### src/sasb_pkg.sv
// Constants and types for the power-down and subtract-with-borrow execution block
// Summary of operation
// (RL1) Opcode 0003h enters power-down, stops oscillator
// (RL2) Power-down instruction clears low-power-entry flag
// (RL3) Power-down instruction sets watchdog-expiry flag
// (RL4) Power-down clears watchdog counter and its postscaler
// (RL5) Watchdog wake-up clears the watchdog-expiry flag
// (RL6) Power-down: one word, one cycle, sleeps in Q4
// (RL7) Subtract: acc minus file minus borrow, flags
// (RL8) Destination bit picks accumulator or file register
// (RL9) Bank bit picks access bank or pointer bank
// (RL10) Indexed literal offset when extended and f<=5Fh; the code also requires the bank bit clear
// (RL11) Subtract: read Q2, compute Q3, write Q4
`default_nettype none
package sasb_pkg;

  // ----------------------------------------------------------------
  // Opcode decode
  // ----------------------------------------------------------------
  localparam logic [15:0] OPC_POWER_DOWN  = 16'h0003;
  localparam logic [5:0]  OPC_SUB_BORROW  = 6'h15;   // Upper six opcode bits 0101 01
  localparam int          OPC_HI_POS      = 10;
  localparam int          DEST_BIT_POS    = 9;
  localparam int          BANK_BIT_POS    = 8;

  // ----------------------------------------------------------------
  // Addressing
  // ----------------------------------------------------------------
  localparam logic [7:0]  INDEXED_LIMIT   = 8'h5f;
  localparam logic [3:0]  ACCESS_LOW_BANK = 4'h0;
  localparam logic [3:0]  ACCESS_SFR_BANK = 4'hf;

  // ----------------------------------------------------------------
  // Values after reset
  // ----------------------------------------------------------------
  localparam logic [7:0]  ACC_RESET       = 8'h00;
  localparam logic        EXPIRY_RESET    = 1'h1;
  localparam logic        LOW_POWER_RESET = 1'h1;
  localparam logic        FLAG_RESET      = 1'h0;

  // Instruction cycle phases
  typedef enum logic [1:0] {SASB_Q1, SASB_Q2, SASB_Q3, SASB_Q4} sasb_phase_t;

endpackage
`default_nettype wire

### src/sasb_alu_if.sv
// Operand and result bundle between the execution core and the subtractor
`timescale 1ns/100ps
`default_nettype none
interface sasb_alu_if;
  logic [7:0] acc;
  logic [7:0] operand;
  logic       carry_in;
  logic [7:0] result;
  logic       negative;
  logic       signed_range;
  logic       zero;
  logic       half_carry;
  logic       carry_out;

  modport core (output acc, operand, carry_in,
                input  result, negative, signed_range, zero, half_carry, carry_out);
  modport alu  (input  acc, operand, carry_in,
                output result, negative, signed_range, zero, half_carry, carry_out);
endinterface
`default_nettype wire

### src/sasb_sub_alu.sv
// Eight-bit subtract-with-borrow datapath and its flag logic
`timescale 1ns/100ps
`default_nettype none
module sasb_sub_alu
(
  sasb_alu_if.alu bus
);

  // ----------------------------------------------------------------
  // Two's complement: acc + ~operand + carry, carry means no borrow
  // ----------------------------------------------------------------
  wire logic [8:0] full_sum;
  wire logic [4:0] low_sum;
  wire logic [7:0] inv_operand;

  assign inv_operand = ~bus.operand;
  assign full_sum    = {1'b0, bus.acc} + {1'b0, inv_operand} + {8'h00, bus.carry_in}; // [RL7]
  assign low_sum     = {1'b0, bus.acc[3:0]} + {1'b0, inv_operand[3:0]}
                       + {4'h0, bus.carry_in};

  // Flags follow the sum; overflow when operand signs differ and sign flips
  assign bus.result       = full_sum[7:0];
  assign bus.carry_out    = full_sum[8];                                    // [RL7]
  assign bus.half_carry   = low_sum[4];                                     // [RL7]
  assign bus.negative     = full_sum[7];                                    // [RL7]
  assign bus.zero         = (full_sum[7:0] == 8'h00);                       // [RL7]
  assign bus.signed_range = (bus.acc[7] != bus.operand[7])
                            && (full_sum[7] != bus.acc[7]);                 // [RL7]

endmodule
`default_nettype wire

### src/sasb_exec.sv
// Execution of the power-down and subtract-file-from-accumulator-with-borrow instructions
`timescale 1ns/100ps
`default_nettype none
module sasb_exec
(
  input  wire logic        core_clk_in,
  input  wire logic        rst_in,
  input  wire logic [15:0] instr_in,
  input  wire logic [7:0]  mem_rdata_in,
  input  wire logic [3:0]  data_bank_pointer_in,
  input  wire logic        ext_set_enable_in,
  input  wire logic [11:0] index_base_in,
  input  wire logic        acc_load_in,
  input  wire logic [7:0]  acc_load_data_in,
  input  wire logic        carry_load_data_in,
  input  wire logic        wake_event_in,
  input  wire logic        watchdog_wake_in,
  output logic [1:0]       phase_out,
  output logic [11:0]      mem_addr_out,
  output logic             mem_rd_out,
  output logic             mem_wr_out,
  output logic [7:0]       mem_wdata_out,
  output logic [7:0]       acc_out,
  output logic             carry_flag_out,
  output logic             half_carry_flag_out,
  output logic             zero_flag_out,
  output logic             signed_range_flag_out,
  output logic             negative_flag_out,
  output logic             watchdog_expiry_flag_out,
  output logic             low_power_entry_flag_out,
  output logic             watchdog_clear_out,
  output logic             osc_run_out
);

  // ----------------------------------------------------------------
  // State
  // ----------------------------------------------------------------
  sasb_pkg::sasb_phase_t phase_reg;
  sasb_pkg::sasb_phase_t phase_next;
  logic [15:0] instr_reg;
  logic [7:0]  operand_reg;
  logic [7:0]  result_reg;
  logic [7:0]  acc_reg;
  logic        c_reg;
  logic        dc_reg;
  logic        z_reg;
  logic        ov_reg;
  logic        n_reg;
  logic        expiry_reg;
  logic        low_power_reg;
  logic        run_reg;
  logic        wd_clear_reg;
  logic [11:0] addr_reg;
  logic        rd_reg;
  logic        wr_reg;
  logic [7:0]  wdata_reg;
  logic [1:0]  wake_meta_reg;
  logic [1:0]  wake_sync_reg;

  sasb_alu_if alu_bus ();

  sasb_sub_alu sasb_sub_alu_inst
  (
    .bus (alu_bus)
  );

  // ----------------------------------------------------------------
  // Wake sources arrive from outside the core clock domain
  // ----------------------------------------------------------------
  always_ff @(posedge core_clk_in or posedge rst_in)
  begin
    if (rst_in)
    begin
      wake_meta_reg <= 2'h0;
      wake_sync_reg <= 2'h0;
    end
    else
    begin
      wake_meta_reg <= {watchdog_wake_in, wake_event_in};
      wake_sync_reg <= wake_meta_reg;
    end
  end

  // ----------------------------------------------------------------
  // Decode of the live opcode in Q1 and of the held opcode later
  // ----------------------------------------------------------------
  wire logic       in_q1;
  wire logic       in_q2;
  wire logic       in_q3;
  wire logic       in_q4;
  wire logic       dec_sub_now;
  wire logic       held_sub;
  wire logic       held_sleep;
  wire logic       held_dest_file;
  wire logic       any_wake;
  wire logic       wd_wake;

  assign in_q1          = (phase_reg == sasb_pkg::SASB_Q1);
  assign in_q2          = (phase_reg == sasb_pkg::SASB_Q2);
  assign in_q3          = (phase_reg == sasb_pkg::SASB_Q3);
  assign in_q4          = (phase_reg == sasb_pkg::SASB_Q4);
  assign dec_sub_now    = (instr_in[15:sasb_pkg::OPC_HI_POS] == sasb_pkg::OPC_SUB_BORROW);
  assign held_sub       = (instr_reg[15:sasb_pkg::OPC_HI_POS] == sasb_pkg::OPC_SUB_BORROW);
  assign held_sleep     = (instr_reg == sasb_pkg::OPC_POWER_DOWN);                // [RL1]
  assign held_dest_file = instr_reg[sasb_pkg::DEST_BIT_POS];                      // [RL8]
  assign any_wake       = wake_sync_reg[0] | wake_sync_reg[1];
  assign wd_wake        = wake_sync_reg[1];

  // ----------------------------------------------------------------
  // File address: indexed, access bank or pointer-selected bank
  // ----------------------------------------------------------------
  wire logic [7:0]  file_field;
  wire logic        bank_sel;
  wire logic        indexed_mode;
  wire logic [11:0] access_addr;
  wire logic [11:0] banked_addr;
  wire logic [11:0] indexed_addr;
  wire logic [11:0] file_addr;

  assign file_field   = instr_in[7:0];
  assign bank_sel     = instr_in[sasb_pkg::BANK_BIT_POS];
  assign indexed_mode = !bank_sel && ext_set_enable_in
                        && (file_field <= sasb_pkg::INDEXED_LIMIT);               // [RL10]
  // Low part of the access bank maps to bank 0, the rest to the special bank
  assign access_addr  = (file_field <= sasb_pkg::INDEXED_LIMIT)
                        ? {sasb_pkg::ACCESS_LOW_BANK, file_field}
                        : {sasb_pkg::ACCESS_SFR_BANK, file_field};                // [RL9]
  assign banked_addr  = {data_bank_pointer_in, file_field};                       // [RL9]
  assign indexed_addr = index_base_in + {4'h0, file_field};                       // [RL10]
  assign file_addr    = indexed_mode ? indexed_addr
                        : (bank_sel ? banked_addr : access_addr);                 // [RL9]

  // ----------------------------------------------------------------
  // Subtractor hookup: operand captured in Q2, borrow is current carry
  // ----------------------------------------------------------------
  assign alu_bus.acc      = acc_reg;
  assign alu_bus.operand  = operand_reg;
  assign alu_bus.carry_in = c_reg;                                                // [RL7]

  // ----------------------------------------------------------------
  // Phase sequencer; holds in Q1 while the oscillator is stopped
  // ----------------------------------------------------------------
  always_comb
  begin
    unique case (phase_reg)
      sasb_pkg::SASB_Q1: phase_next = run_reg ? sasb_pkg::SASB_Q2 : sasb_pkg::SASB_Q1;
      sasb_pkg::SASB_Q2: phase_next = sasb_pkg::SASB_Q3;
      sasb_pkg::SASB_Q3: phase_next = sasb_pkg::SASB_Q4;
      sasb_pkg::SASB_Q4: phase_next = sasb_pkg::SASB_Q1;
    endcase
  end

  always_ff @(posedge core_clk_in or posedge rst_in)
  begin
    if (rst_in)
      phase_reg <= sasb_pkg::SASB_Q1;
    else
      phase_reg <= phase_next;                                                    // [RL6] [RL11]
  end

  // ----------------------------------------------------------------
  // Q1: latch opcode; no fetch is taken while asleep
  // ----------------------------------------------------------------
  always_ff @(posedge core_clk_in or posedge rst_in)
  begin
    if (rst_in)
      instr_reg <= 16'h0000;
    else if (in_q1 && run_reg)
      instr_reg <= instr_in;
  end

  // ----------------------------------------------------------------
  // File read in Q2, operand captured at the end of Q2
  // ----------------------------------------------------------------
  always_ff @(posedge core_clk_in or posedge rst_in)
  begin
    if (rst_in)
    begin
      addr_reg    <= 12'h000;
      rd_reg      <= 1'b0;
      operand_reg <= 8'h00;
    end
    else
    begin
      rd_reg <= in_q1 && run_reg && dec_sub_now;                                  // [RL11]
      if (in_q1 && run_reg && dec_sub_now)
        addr_reg <= file_addr;                                                    // [RL9] [RL10]
      if (in_q2 && held_sub)
        operand_reg <= mem_rdata_in;                                              // [RL11]
    end
  end

  // ----------------------------------------------------------------
  // Q3: compute and update arithmetic flags; queue file write for Q4
  // ----------------------------------------------------------------
  always_ff @(posedge core_clk_in or posedge rst_in)
  begin
    if (rst_in)
    begin
      result_reg <= 8'h00;
      dc_reg     <= sasb_pkg::FLAG_RESET;
      z_reg      <= sasb_pkg::FLAG_RESET;
      ov_reg     <= sasb_pkg::FLAG_RESET;
      n_reg      <= sasb_pkg::FLAG_RESET;
      wr_reg     <= 1'b0;
      wdata_reg  <= 8'h00;
    end
    else
    begin
      wr_reg <= in_q3 && held_sub && held_dest_file;                              // [RL8] [RL11]
      if (in_q3 && held_sub)
      begin
        result_reg <= alu_bus.result;                                             // [RL7]
        wdata_reg  <= alu_bus.result;
        dc_reg     <= alu_bus.half_carry;
        z_reg      <= alu_bus.zero;
        ov_reg     <= alu_bus.signed_range;
        n_reg      <= alu_bus.negative;
      end
    end
  end

  // ----------------------------------------------------------------
  // Accumulator and carry; instruction results win over a side load
  // ----------------------------------------------------------------
  always_ff @(posedge core_clk_in or posedge rst_in)
  begin
    if (rst_in)
    begin
      acc_reg <= sasb_pkg::ACC_RESET;
      c_reg   <= sasb_pkg::FLAG_RESET;
    end
    else
    begin
      if (in_q4 && held_sub && !held_dest_file)
        acc_reg <= result_reg;                                                    // [RL8] [RL11]
      else if (acc_load_in)
        acc_reg <= acc_load_data_in;
      // Carry changes in Q3 so a same-cycle side load cannot race the result
      if (in_q3 && held_sub)
        c_reg <= alu_bus.carry_out;                                               // [RL7]
      else if (acc_load_in)
        c_reg <= carry_load_data_in;
    end
  end

  // ----------------------------------------------------------------
  // Power-down: flags and watchdog clear in Q3, sleep entered in Q4
  // ----------------------------------------------------------------
  always_ff @(posedge core_clk_in or posedge rst_in)
  begin
    if (rst_in)
    begin
      expiry_reg    <= sasb_pkg::EXPIRY_RESET;
      low_power_reg <= sasb_pkg::LOW_POWER_RESET;
      wd_clear_reg  <= 1'b0;
      run_reg       <= 1'b1;
    end
    else
    begin
      wd_clear_reg <= in_q3 && held_sleep;                                        // [RL4] [RL6]
      if (in_q3 && held_sleep)
      begin
        expiry_reg    <= 1'b1;                                                    // [RL3]
        low_power_reg <= 1'b0;                                                    // [RL2]
      end
      else if (!run_reg && wd_wake)
        expiry_reg <= 1'b0;                                                       // [RL5]
      // Wake sources are only looked at while asleep; an early wake is dropped
      if (in_q4 && held_sleep)
        run_reg <= 1'b0;                                                          // [RL1] [RL6]
      else if (!run_reg && any_wake)
        run_reg <= 1'b1;
    end
  end

  // ----------------------------------------------------------------
  // Outputs, each taken from a flip-flop
  // ----------------------------------------------------------------
  assign phase_out                = phase_reg;
  assign mem_addr_out             = addr_reg;
  assign mem_rd_out               = rd_reg;
  assign mem_wr_out               = wr_reg;
  assign mem_wdata_out            = wdata_reg;
  assign acc_out                  = acc_reg;
  assign carry_flag_out           = c_reg;
  assign half_carry_flag_out      = dc_reg;
  assign zero_flag_out            = z_reg;
  assign signed_range_flag_out    = ov_reg;
  assign negative_flag_out        = n_reg;
  assign watchdog_expiry_flag_out = expiry_reg;
  assign low_power_entry_flag_out = low_power_reg;
  assign watchdog_clear_out       = wd_clear_reg;
  assign osc_run_out              = run_reg;                                      // [RL1]

endmodule
`default_nettype wire

### config.mk
export PLATFORM = sky130hd
export DESIGN_NAME = sasb_exec
export DESIGN_NICKNAME = d
export VERILOG_FILES = /design/src/sasb_pkg.sv /design/src/sasb_alu_if.sv /design/src/sasb_sub_alu.sv /design/src/sasb_exec.sv
export SDC_FILE = /design/constraint.sdc
export NUM_CORES = 1
export LEC_CHECK = 0
export BUFFER_PORTS_ARGS = -buffer_cell sky130_fd_sc_hd__buf_2
export CAP_MARGIN = 25
export CORE_UTILIZATION = 55
export CTS_BUF_LIST = sky130_fd_sc_hd__clkbuf_4
export DETAILED_ROUTE_END_ITERATION = 12
export PLACE_DENSITY = 0.94
export SLEW_MARGIN = 40
export SYNTH_ARGS = -nofsm -noshare
export SYNTH_HDL_FRONTEND = slang
export SYNTH_SLANG_ARGS = --single-unit
### constraint.sdc
create_clock -name core_clk_in -period 6.4 [get_ports core_clk_in]
set_clock_uncertainty 0.2 [all_clocks]
set_input_delay 1.6 -clock core_clk_in [delete_from_list [all_inputs] [get_ports core_clk_in]]
set_output_delay 1.6 -clock core_clk_in [all_outputs]
set_load 0.02 [all_outputs]
==> key figures, run 1 <==
Critical path
  – R2r setup slk: 3.74 ns
  – Register-to-Register Path Depth: 10
  – Setup crit start kind: input port
  – CP Capture Type: flop
  – CP max FO: 3
  – Critical Path RT: 6.49 ns
  – Arr. time, crit path: 3.49 ns
  – Crit Path Class: in2reg

Logic synthesis
  – Post-synth top cells: dfrtp_1 (65), nand2_1 (32), mux2_2 (27)
  – Seq cells post-synth: 68
  – YS warnings: 0
  – Ys async rst share: 1.000
  – Cells after Synth: 338
  – Yosys top cell area share: 0.4552
  – Seq/Total Area, Yosys: 0.4772
  – Synth Area per Inst: 10.57 sq um
  – Synth top area cells: dfrtp_1 (46%), mux2_2 (8.5%), ha_1 (7.0%), nand2_1 (3.4%), a21oi_1 (3.2%)
  – Count of cell types in the netlist: 49
  – Area leader, netlist: dfrtp_1
  – Mapped Nets: 416
  – Most frequent cell after synthesis: dfrtp_1
  – Primary FF master, synth: dfrtp_1
  – Synth Cell Area: 3573 sq um
  – EDFF count, synth: 0

Layout
  – Ant diodes: 0
  – Nets: 513
  – Final Core Density: 0.6801
  – Area grow syn2layout: 20.17%
  – Reg area: 1705 sq um
  – Flip-flop count of the largest register after layout: 16
  – Fillers: 527
  – Fin area: 4294 sq um
  – Layout cell share with drive strength beyond 1: 0.3318
  – Multi-input logic area: 1727 sq um

Timing
  – Slew Limit Fails: 0
  – Slew of the pin with the lowest slew margin: 0.6357 ns
  – Rel. slew slack: 0.5752
  – F_max: 293.9 MHz
  – Crit path time final: 3.403 ns
  – Final Hold Viols: 0
  – RSZ-0062 raised after global routing: no
  – Setup violations, final: 0
  – Setup tns final: 0 ns
  – Period utilisation layout: 0.5317

CTS
  – CTS sink cnt: 68
  – # H-tree levels: 3
  – Worst-path clk slew: 0.12 ns
  – Skew-Pair Late Insertion Delay: 0.42 ns
  – Clk buf depth: 2
  – Post-CTS setup buffer count: 0
  – Hold buffers post-CTS: 0
  – CTS tree: yes
  – Root Driver: clkbuf_4
  – Post-CTS Resized: 0
  – Num CTS Buffers: 9

Pwr
  – Switching share of power: 0.3695
  – Comb pwr share: 0.408
  – Clock share of power: 0.204
  – Pwr dens: 402.5 nW/um^2
  – Design internal power: 1090 uW
  – P_leak: 0.002164 uW
  – Sequential share of power: 0.389
  – Sw Pwr: 638.7 uW
  – Max IR drop VDD: 0.2471 mV

Die
  – Io pins: 96
  – Total Die Area: 6824 sq um
  – Starting density of the core: 0.5660
  – Die Y: 82.61 um
  – Placeable core area: 6314 sq um
  – Number of core rows: 29
  – Die Wd: 82.61 um

Route
  – DR WL/cell: 14.53 um
  – Vias per cell: 5.540
  – Via count: 2864
  – Initial DRC Count: 130
  – Routed Antenna Nets: 0
  – Detailed Routing Iterations Pass 1: 8
  – Final wirelength: 7512 um
  – Post-route DRC violation count: 2

Place
  – Buffers on Ports: 95
  – Placement Cell Area: 4109 sq um
  – Gpl congestion: 0.8819
  – Detail Placement HPWL: 5759 um

Status
  – Failing checks: DRC
  – Outcome: finished, violations left

GRT
  – Initial antenna violation count: 0
  – Total grt overflow: 0
  – Total track usage: 0.2375
  – First-pass GRT wire length: 11890 um
  – Vias in the first global route: 2688
  – Largest net degree at the start of global routing: 69

Min path
  – Hold Path Depth: 0
  – Worst min path class: reg2reg

Job
  – MaxCap Viol Count: 0
-- cell type report --
cell class	instances	share of cell area
Clock buffer	9	0.01573
Tap cell	77	0.02244
Multi-Input combinational cell	235	0.4021
Clock inverter	7	0.02652
Timing Repair Buffer	97	0.1151
Inverter	24	0.02098
Sequential cell	68	0.3971
-- power groups by stage --
stage	Sequential (uW)	Clock [uW]	Combinational [uW]
after floorplan	747	0	439
after CTS	673	361	709
after global placement	674	0	673
final	672	352	704
after global routing	692	376	787
after detailed placement	682	0	703
-- layer usage --
| layer | vias to the layer above | wire length (um) | global-route usage |
|---|---|---|---|
| met5 | - | 0 | 0 |
| met4 | 0 | 176 | 0.1293 |
| met3 | 16 | 386 | 0.04066 |
| met2 | 100 | 3801 | 0.4124 |
| met1 | 1369 | 3148 | 0.2792 |
| li1 | 1379 | - | - |
-- cells by family (layout without fill, tap and decap cells) --
kind of cell | Yosys count | in the layout | synth area share
compound gates | 81 | 81 | 0.1373
simple gates | 80 | 80 | 0.1113
flops | 68 | 68 | 0.4772
mux | 38 | 38 | 0.1159
buf+inv | 35 | 137 | 0.03956
fa+ha+maj | 23 | 23 | 0.08684
xor+xnor | 13 | 13 | 0.03186
-- metrics by stage --
stage / power (uW) / cells / worst slack [ns] / hold slack [ns]
after floorplan: 1186 / 338 / 2.893 / 0.1312
after global placement: 1347 / 501 / 2.754 / 0.1343
after detailed placement: 1385 / 501 / 2.644 / 0.1355
after CTS: 1743 / 517 / 3.087 / 0.1622
after global routing: 1856 / 517 / 2.880 / 0.1542
final: 1728 / 517 / 2.997 / 0.1528
-- layout by cell type, fill, tap and decap left out, types with 4 or more instances in the layout --
master and instances:
buf_2 95, dfrtp_1 65, nand2_1 32, mux2_2 27, o21ai_0 23, a21oi_1 23
inv_1 23, ha_1 20, nor2_1 17, mux2i_1 11, clkbuf_4 9, xnor2_1 7
xor2_1 6, nor2b_1 6, a211oi_1 5, o21a_1 4, and2_1 4, a31oi_1 4
-- path summary, 6_finish.rpt --
kind                                    startpoint          endpoint
worst max-delay path                   instr_in[0]   mem_addr_out[8]
worst max register to register  alu_bus.operand[0]     zero_flag_out
max in group asynchronous                   rst_in     instr_reg[11]
worst min register to register    wake_meta_reg[0]  wake_sync_reg[0]
min in group asynchronous                   rst_in        acc_out[3]
worst min-delay path              wake_meta_reg[0]  wake_sync_reg[0]
-- critical path: stages --
cell      delay, ns
buf_2          0.10
ha_1           0.18
inv_1          0.07
fa_1           0.39
nor2b_1        0.15
o21ai_0        0.16
a211oi_1       0.42
o21ai_0        0.15
a31oi_1        0.19
a21oi_1        0.08
(Power assumes the default switching activity.)
==> run 2, diff against run 1 <==
- ABC_AREA: unset -> 1
- PLACE_DENSITY: 0.94 -> 0.93
- clock period: 6.4 -> 3.2 ns (I/O delays scaled with it)
==> run 2 against run 1 <==
  * The flow now finishes without violations
  * Via count is 25% higher
  * Sequential share of layout area is 2.5 points lower
  * Critical path depth decreased by 1
  * Total power rose by 75%
  * First-iteration DRC count up 130%
  * Largest cell class unchanged
  * Global-route usage is 2.7 points higher
  * Final cell count increased by 32%
==> key figures, run 2 <==
Logic synthesis
  – Cells after Synth: 484 (was 338)
  – Primary FF master, synth: dfrtp_1 (unchanged)
  – Seq cells post-synth: 68 (unchanged)
  – Yosys top cell area share: 0.4161 (was 0.4552)
  – Synth top area cells: dfrtp_1 (42%), nand2_1 (12%), inv_1 (7.2%), ha_1 (6.4%), nand3_1 (4.4%) (was dfrtp_1 (46%), mux2_2 (8.5%), ha_1 (7.0%), nand2_1 (3.4%), a21oi_1 (3.2%))
  – Area leader, netlist: dfrtp_1 (unchanged)
  – Synth Area per Inst: 8.076 sq um (was 10.57 sq um)
  – Mapped Nets: 562 (was 416)
  – Ys async rst share: 1.000 (unchanged)
  – Post-synth top cells: nand2_1 (130), inv_1 (75), dfrtp_1 (65) (was dfrtp_1 (65), nand2_1 (32), mux2_2 (27))
  – Seq/Total Area, Yosys: 0.4363 (was 0.4772)
  – Most frequent cell after synthesis: nand2_1 (was dfrtp_1)
  – EDFF count, synth: 0 (unchanged)
  – Count of cell types in the netlist: 35 (was 49)
  – YS warnings: 0 (unchanged)
  – Synth Cell Area: 3909 sq um (was 3573 sq um)

CTS
  – Num CTS Buffers: 9 (unchanged)
  – Clk buf depth: 2 (unchanged)
  – Hold buffers post-CTS: 0 (unchanged)
  – CTS sink cnt: 68 (unchanged)
  – # H-tree levels: 3 (unchanged)
  – Worst-path clk slew: 0.11 ns (was 0.12 ns)
  – Post-CTS Resized: 0 (unchanged)
  – CTS tree: yes (unchanged)
  – Post-CTS setup buffer count: 0 (unchanged)
  – Skew-Pair Late Insertion Delay: 0.43 ns (was 0.42 ns)
  – Root Driver: clkbuf_4 (unchanged)

Pwr
  – Pwr dens: 660.2 nW/um^2 (was 402.5 nW/um^2)
  – P_leak: 0.002562 uW (was 0.002164 uW)
  – Max IR drop VDD: 0.4033 mV (was 0.2471 mV)

Critical path
  – CP max FO: 18 (was 3)
  – Critical Path RT: 3.32 ns (was 6.49 ns)
  – Crit path from: phase_out[1] (was instr_in[0])
  – Arr. time, crit path: 2.60 ns (was 3.49 ns)
  – Critical-path cell list: inv_1 > ha_1 > nand2_2 > nor2_1 > nand2_1 > inv_2 > nand2_1 > a21oi_1 > a21oi_1 (was buf_2 > ha_1 > inv_1 > fa_1 > nor2b_1 > o21ai_0 > a211oi_1 > o21ai_0 > a31oi_1 > a21oi_1)
  – R2r setup slk: 0.72 ns (was 3.74 ns)
  – Setup crit start kind: flop (was input port)
  – Crit Path Class: reg2reg (was in2reg)
  – R2R Path Start: phase_out[1] (was alu_bus.operand[0])
  – R2r endpoint: mem_addr_out[11] (was zero_flag_out)
  – Critical Path Max Stage Delay: 0.44 ns (was 0.42 ns)
  – Register-to-Register Path Depth: 9 (was 10)
  – CP Capture Type: flop (unchanged)
  – CP max stage cell: dfrtp_1 (was a211oi_1)

Route
  – Initial DRC Count: 293 (was 130)
  – Via count: 3578 (was 2864)
  – Routed Antenna Nets: 0 (unchanged)
  – Final wirelength: 9432 um (was 7512 um)
  – Detailed Routing Iterations Pass 1: 5 (was 8)
  – DR WL/cell: 13.83 um (was 14.53 um)
  – Vias per cell: 5.246 (was 5.540)
  – Post-route DRC violation count: 0 (was 2)

Min path
  – Worst min path class: reg2reg (unchanged)
  – Hold worst-path end: wake_sync_reg[0] (unchanged)
  – Hold Path Depth: 0 (unchanged)
  – Hold path startpoint: wake_meta_reg[0] (unchanged)

Timing
  – Final Hold Viols: 0 (unchanged)
  – Period utilisation layout: 0.7765
  – Post-route setup slack: 0.7153 ns (was 2.997 ns)
  – Setup tns final: 0 ns (unchanged)
  – Slew of the pin with the lowest slew margin: 0.5867 ns (was 0.6357 ns)
  – Slew Limit Fails: 0 (unchanged)
  – RSZ-0062 raised after global routing: no (unchanged)
  – Rel. slew slack: 0.6084 (was 0.5752)
  – Crit path time final: 2.485 ns
  – Setup violations, final: 0 (unchanged)
  – F_max: 402.5 MHz

Status
  – Outcome: completed (was finished, violations left)

Layout
  – Commonest cells after routing, fill and taps aside: nand2_1 (130), buf_2 (95), inv_1 (74) (was buf_2 (95), dfrtp_1 (65), nand2_1 (32))
  – Commonest non-fill, non-tap cell in the layout: nand2_1 (was buf_2)
  – Flip-flop count of the largest register after layout: 16 (unchanged)
  – Ant diodes: 0 (unchanged)
  – Nets: 659 (was 513)
  – Layout cell share with drive strength beyond 1: 0.2457 (was 0.3318)
  – Area grow syn2layout: 17.09% (was 20.17%)

Job
  – MaxCap Viol Count: 0 (unchanged)

Die
  – Total Die Area: 7448 sq um (was 6824 sq um)
  – Starting density of the core: 0.5722 (was 0.5660)
  – Die Y: 86.30 um (was 82.61 um)
  – Io pins: 96 (unchanged)
  – Number of core rows: 30 (was 29)
  – Placeable core area: 6832 sq um (was 6314 sq um)
  – Die Wd: 86.30 um (was 82.61 um)

Place
  – Placement Setup Slack: 0.6231 ns (was 2.644 ns)
  – Detail Placement HPWL: 7279 um (was 5759 um)
  – Buffers on Ports: 95 (unchanged)
  – Gpl congestion: 0.9345 (was 0.8819)

GRT
  – Vias in the first global route: 3433 (was 2688)
  – Total grt overflow: 0 (unchanged)
  – Largest net degree at the start of global routing: 37 (was 69)
  – Total track usage: 0.2647 (was 0.2375)
  – Initial antenna violation count: 0 (unchanged)
  – First-pass GRT wire length: 15220 um (was 11890 um)
-- run 2: final cells by class --
class / instances / area, sq um
clock buffer: 9 / 67.56
sequential: 68 / 1705
fill: 572 / 2255
clock inverter: 7 / 66.31
timing repair buffer: 96 / 495.5
inverter: 80 / 306.5
tap: 96 / 120.1
multi-input combinational: 326 / 1815
-- run 2: metrics by stage --
step	hold slack, ns	power, uW	area, sq um	util	std cells
final	0.1548	3022	4577	0.6700	682
after global routing	0.1679	3212	4577	0.6700	682
after CTS	0.1557	3021	4576	0.6698	682
after detailed placement	0.1379	2464	4442	0.6502	666
after global placement	0.1344	2380	4442	0.6502	666
after floorplan	0.1312	2086	3909	-	484
-- run 2: worst max path at each step --
stage,endpoint
after floorplan,acc_out[0]
after global placement,mem_addr_out[8]
after detailed placement,mem_addr_out[8]
after CTS,mem_addr_out[11]
after global routing,mem_addr_out[11]
final,mem_addr_out[11]
-- run 2: metal layers --
layer | part of all wire | GRT usage | vias up
li1 | - | - | 1743
met1 | 0.41 | 0.3103 | 1659
met2 | 0.50 | 0.4596 | 150
met3 | 0.066 | 0.04190 | 26
met4 | 0.025 | 0.1561 | 0
met5 | 0 | 0 | -
-- run 2: kinds of logic (layout without fill, tap and decap cells) --
| family | after synthesis | in the layout | synth area share |
|---|---|---|---|
| AND/OR/NAND/NOR | 216 | 216 | 0.2462 |
| adder cells (fa/ha/maj) | 23 | 23 | 0.07939 |
| flip-flops | 68 | 68 | 0.4363 |
| AO/OA/AOI/OAI | 81 | 81 | 0.1248 |
| buffers and inverters | 90 | 192 | 0.09923 |
| multiplexers | 1 | 1 | 0.002881 |
| XOR/XNOR | 5 | 5 | 0.01120 |
-- run 2: power by group --
group	internal, uW	leakage [uW]	switching (uW)
Sequential	1110	0.000832	178
Clock	234	0.0000674	334
Combinational	396	0.00166	768
-- run 2: worst max-delay path: cells and delay by family, from the launching register on --
family | cells | cell delay (ns)
buffers and inverters | 2 | 0.43
DFF | 1 | 0.44
and+or+nand+nor | 4 | 0.87
AOI/OAI and AO/OA | 2 | 0.27
adders and majority gates | 1 | 0.18
==> run 3, diff against run 2 <==
- ABC_AREA: 1 -> 0
- CORE_UTILIZATION: 55 -> 49
- PLACE_DENSITY: 0.93 -> 0.89
- clock period: 3.2 -> 2 ns (I/O delays scaled with it)
==> run 3 against run 2 <==
  * The run now ends with setup timing left
  * Non-clock buffer count grew 55
  * Register-to-register slack worse by 1.3 ns
  * Wire length down 6.3%
  * Final cell count fell by 13%
  * Largest cell class unchanged
==> key figures, run 3 (synthesized netlist as in run 1, its figures left out) <==
Die
  – Io pins: 96 (unchanged)
  – Die Y: 87.40 um (was 86.30 um)
  – Die Wd: 87.40 um (was 86.30 um)
  – Starting density of the core: 0.5174 (was 0.5722)
  – Placeable core area: 6907 sq um (was 6832 sq um)
  – Total Die Area: 7638 sq um (was 7448 sq um)
  – Number of core rows: 30 (unchanged)

Route
  – Routed Antenna Nets: 0 (unchanged)
  – Via count: 3128 (was 3578)
  – Vias per cell: 5.302 (was 5.246)
  – DR WL/cell: 14.98 um (was 13.83 um)
  – Initial DRC Count: 71 (was 293)
  – Detailed Routing Iterations Pass 1: 5 (unchanged)
  – Final wirelength: 8837 um (was 9432 um)
  – Post-route DRC violation count: 0 (unchanged)

CTS
  – Root Driver: clkbuf_4 (unchanged)
  – Worst-path clk slew: 0.13 ns (was 0.11 ns)
  – Skew-Pair Late Insertion Delay: 0.43 ns (about the same)
  – CTS sink cnt: 68 (unchanged)
  – CTS tree: yes (unchanged)
  – Num CTS Buffers: 9 (unchanged)
  – # H-tree levels: 3 (unchanged)
  – Clk buf depth: 2 (unchanged)

Critical path
  – CP max FO: 3 (was 18)
  – Critical Path RT: 2.16 ns (was 3.32 ns)
  – Setup crit start kind: flop (unchanged)
  – Crit Path Class: reg2reg (unchanged)
  – Arr. time, crit path: 2.72 ns (was 2.60 ns)
  – CP Capture Type: flop (unchanged)

Timing
  – RSZ-0062 raised after global routing: yes (was no)
  – Setup violations, final: 7 (was 0)
  – F_max: 390.6 MHz (was 402.5 MHz)
  – Min Hold Slack: 0.1019 ns (was 0.1548 ns)
  – Post-route setup slack: -0.5601 ns (was 0.7153 ns)
  – Slew of the pin with the lowest slew margin: 0.4233 ns (was 0.5867 ns)
  – Period utilisation layout: 1.280 (was 0.7765)
  – Final Hold Viols: 0 (unchanged)
  – Slew Limit Fails: 0 (unchanged)
  – Crit path time final: 2.560 ns (was 2.485 ns)
  – Rel. slew slack: 0.7172 (was 0.6084)

GRT
  – Initial antenna violation count: 0 (unchanged)
  – Largest net degree at the start of global routing: 30 (was 37)
  – First-pass GRT wire length: 14400 um (was 15220 um)
  – Total track usage: 0.2479 (was 0.2647)
  – Total grt overflow: 0 (unchanged)
  – Vias in the first global route: 3187 (was 3433)

Min path
  – Worst min path class: in2reg (was reg2reg)

Place
  – Detail Placement HPWL: 6704 um (was 7279 um)
  – Buffers on Ports: 95 (unchanged)
  – Gpl congestion: 0.9263 (was 0.9345)

Pwr
  – P_leak: 0.002427 uW (was 0.002562 uW)
  – Max IR drop VDD: 0.5745 mV (was 0.4033 mV)
  – Overall Power: 5951 uW (was 3022 uW)
  – Pwr dens: 1206 nW/um^2 (was 660.2 nW/um^2)

Layout
  – Area grow syn2layout: 38.10% (was 17.09%)
  – Commonest non-fill, non-tap cell in the layout: buf_2 (was nand2_1)
  – Commonest cells after routing, fill and taps aside: buf_2 (92), dfrtp_1 (61), buf_4 (52) (was nand2_1 (130), buf_2 (95), inv_1 (74))
  – Ant diodes: 0 (unchanged)
  – Final Core Density: 0.7145 (was 0.6700)
  – Multi-input logic area: 1937 sq um (was 1815 sq um)
  – Reg area: 1710 sq um (was 1705 sq um)
  – Layout cell share with drive strength beyond 1: 0.4838 (was 0.2457)
  – Flip-flop count of the largest register after layout: 16 (unchanged)
  – Nets: 567 (was 659)
  – Fillers: 517 (was 572)

Status
  – Failing checks: setup timing
  – Outcome: finished, violations left (was completed)

Job
  – MaxCap Viol Count: 0 (unchanged)
-- run 3: changes by cell type in the layout (fill, tap and decap cells not counted), sizes merged, moves of 13 or more --
cell / previous run / this run
buf: 96 / 148
nand2: 135 / 32
inv: 80 / 24
nand3: 35 / 1
mux2: 1 / 27
nor2: 30 / 17
-- run 3: worst paths after layout --
check | depth (start not counted) | endpoint | from | slack [ns]
worst max-delay path | 9 | zero_flag_out | acc_out[0] | -0.56
min in group asynchronous | 3 | watchdog_clear_out | rst_in | 0.41
worst min register to register | 0 | wake_sync_reg[1] | wake_meta_reg[1] | 0.16
worst min-delay path | 2 | alu_bus.operand[3] | mem_rdata_in[3] | 0.10
worst max register to register | 9 | zero_flag_out | acc_out[0] | -0.56
max in group asynchronous | 4 | instr_reg[4] | rst_in | 0.58
-- run 3: worst max-delay path, cell delays in order, from the launching register on --
cell and delay, ns:
dfrtp_2 0.44, fa_2 0.42, inv_2 0.07, fa_2 0.20
nor2b_2 0.06, o21ai_2 0.11, nand2b_1 0.09, xnor2_1 0.18
or4b_4 0.50, o31ai_4 0.22
-- run 3: per-layer routing --
| metal | up-vias | wire (um) | GRT usage |
|---|---|---|---|
| li1 | 1489 | - | - |
| met1 | 1516 | 3606 | 0.2935 |
| met2 | 105 | 4539 | 0.4439 |
| met3 | 18 | 509 | 0.04455 |
| met4 | 0 | 182 | 0.09836 |
| met5 | - | 0 | 0 |
-- run 3: where the power goes --
part | internal, uW | switching, uW | total (uW)
Combinational | 1370 | 1520 | 2890
Clock | 394 | 512 | 906
Sequential | 1850 | 297 | 2150
Total | 3620 | 2330 | 5950
-- run 3: repair_timing --
action	4_1_cts	5_1_grt
hold buffers	3	0
setup endpoints to repair	8	29
endpoints found under the hold margin	16	0
gates resized for setup	11	21
pin swaps	9	13
setup buffers	2	2
-- run 3: metrics by stage --
stage	instances	TNS, ns	worst slack, ns	instance area [sq um]
after floorplan	338	-1.361	-0.4175	3690
after global placement	567	-3.902	-0.4321	4612
after detailed placement	567	-4.646	-0.5072	4612
after CTS	588	-1.950	-0.4989	4837
after global routing	590	-2.947	-0.6624	4935
final	590	-2.421	-0.5601	4935
-- run 3: cell type report --
class / count / share of cell area
multi-input cells: 235 / 0.3925
flip-flops and latches: 68 / 0.3466
repair buffers: 151 / 0.1894
well taps: 96 / 0.02434
inverters: 24 / 0.01902
clock buffers: 10 / 0.01521
clock inverters: 6 / 0.01293
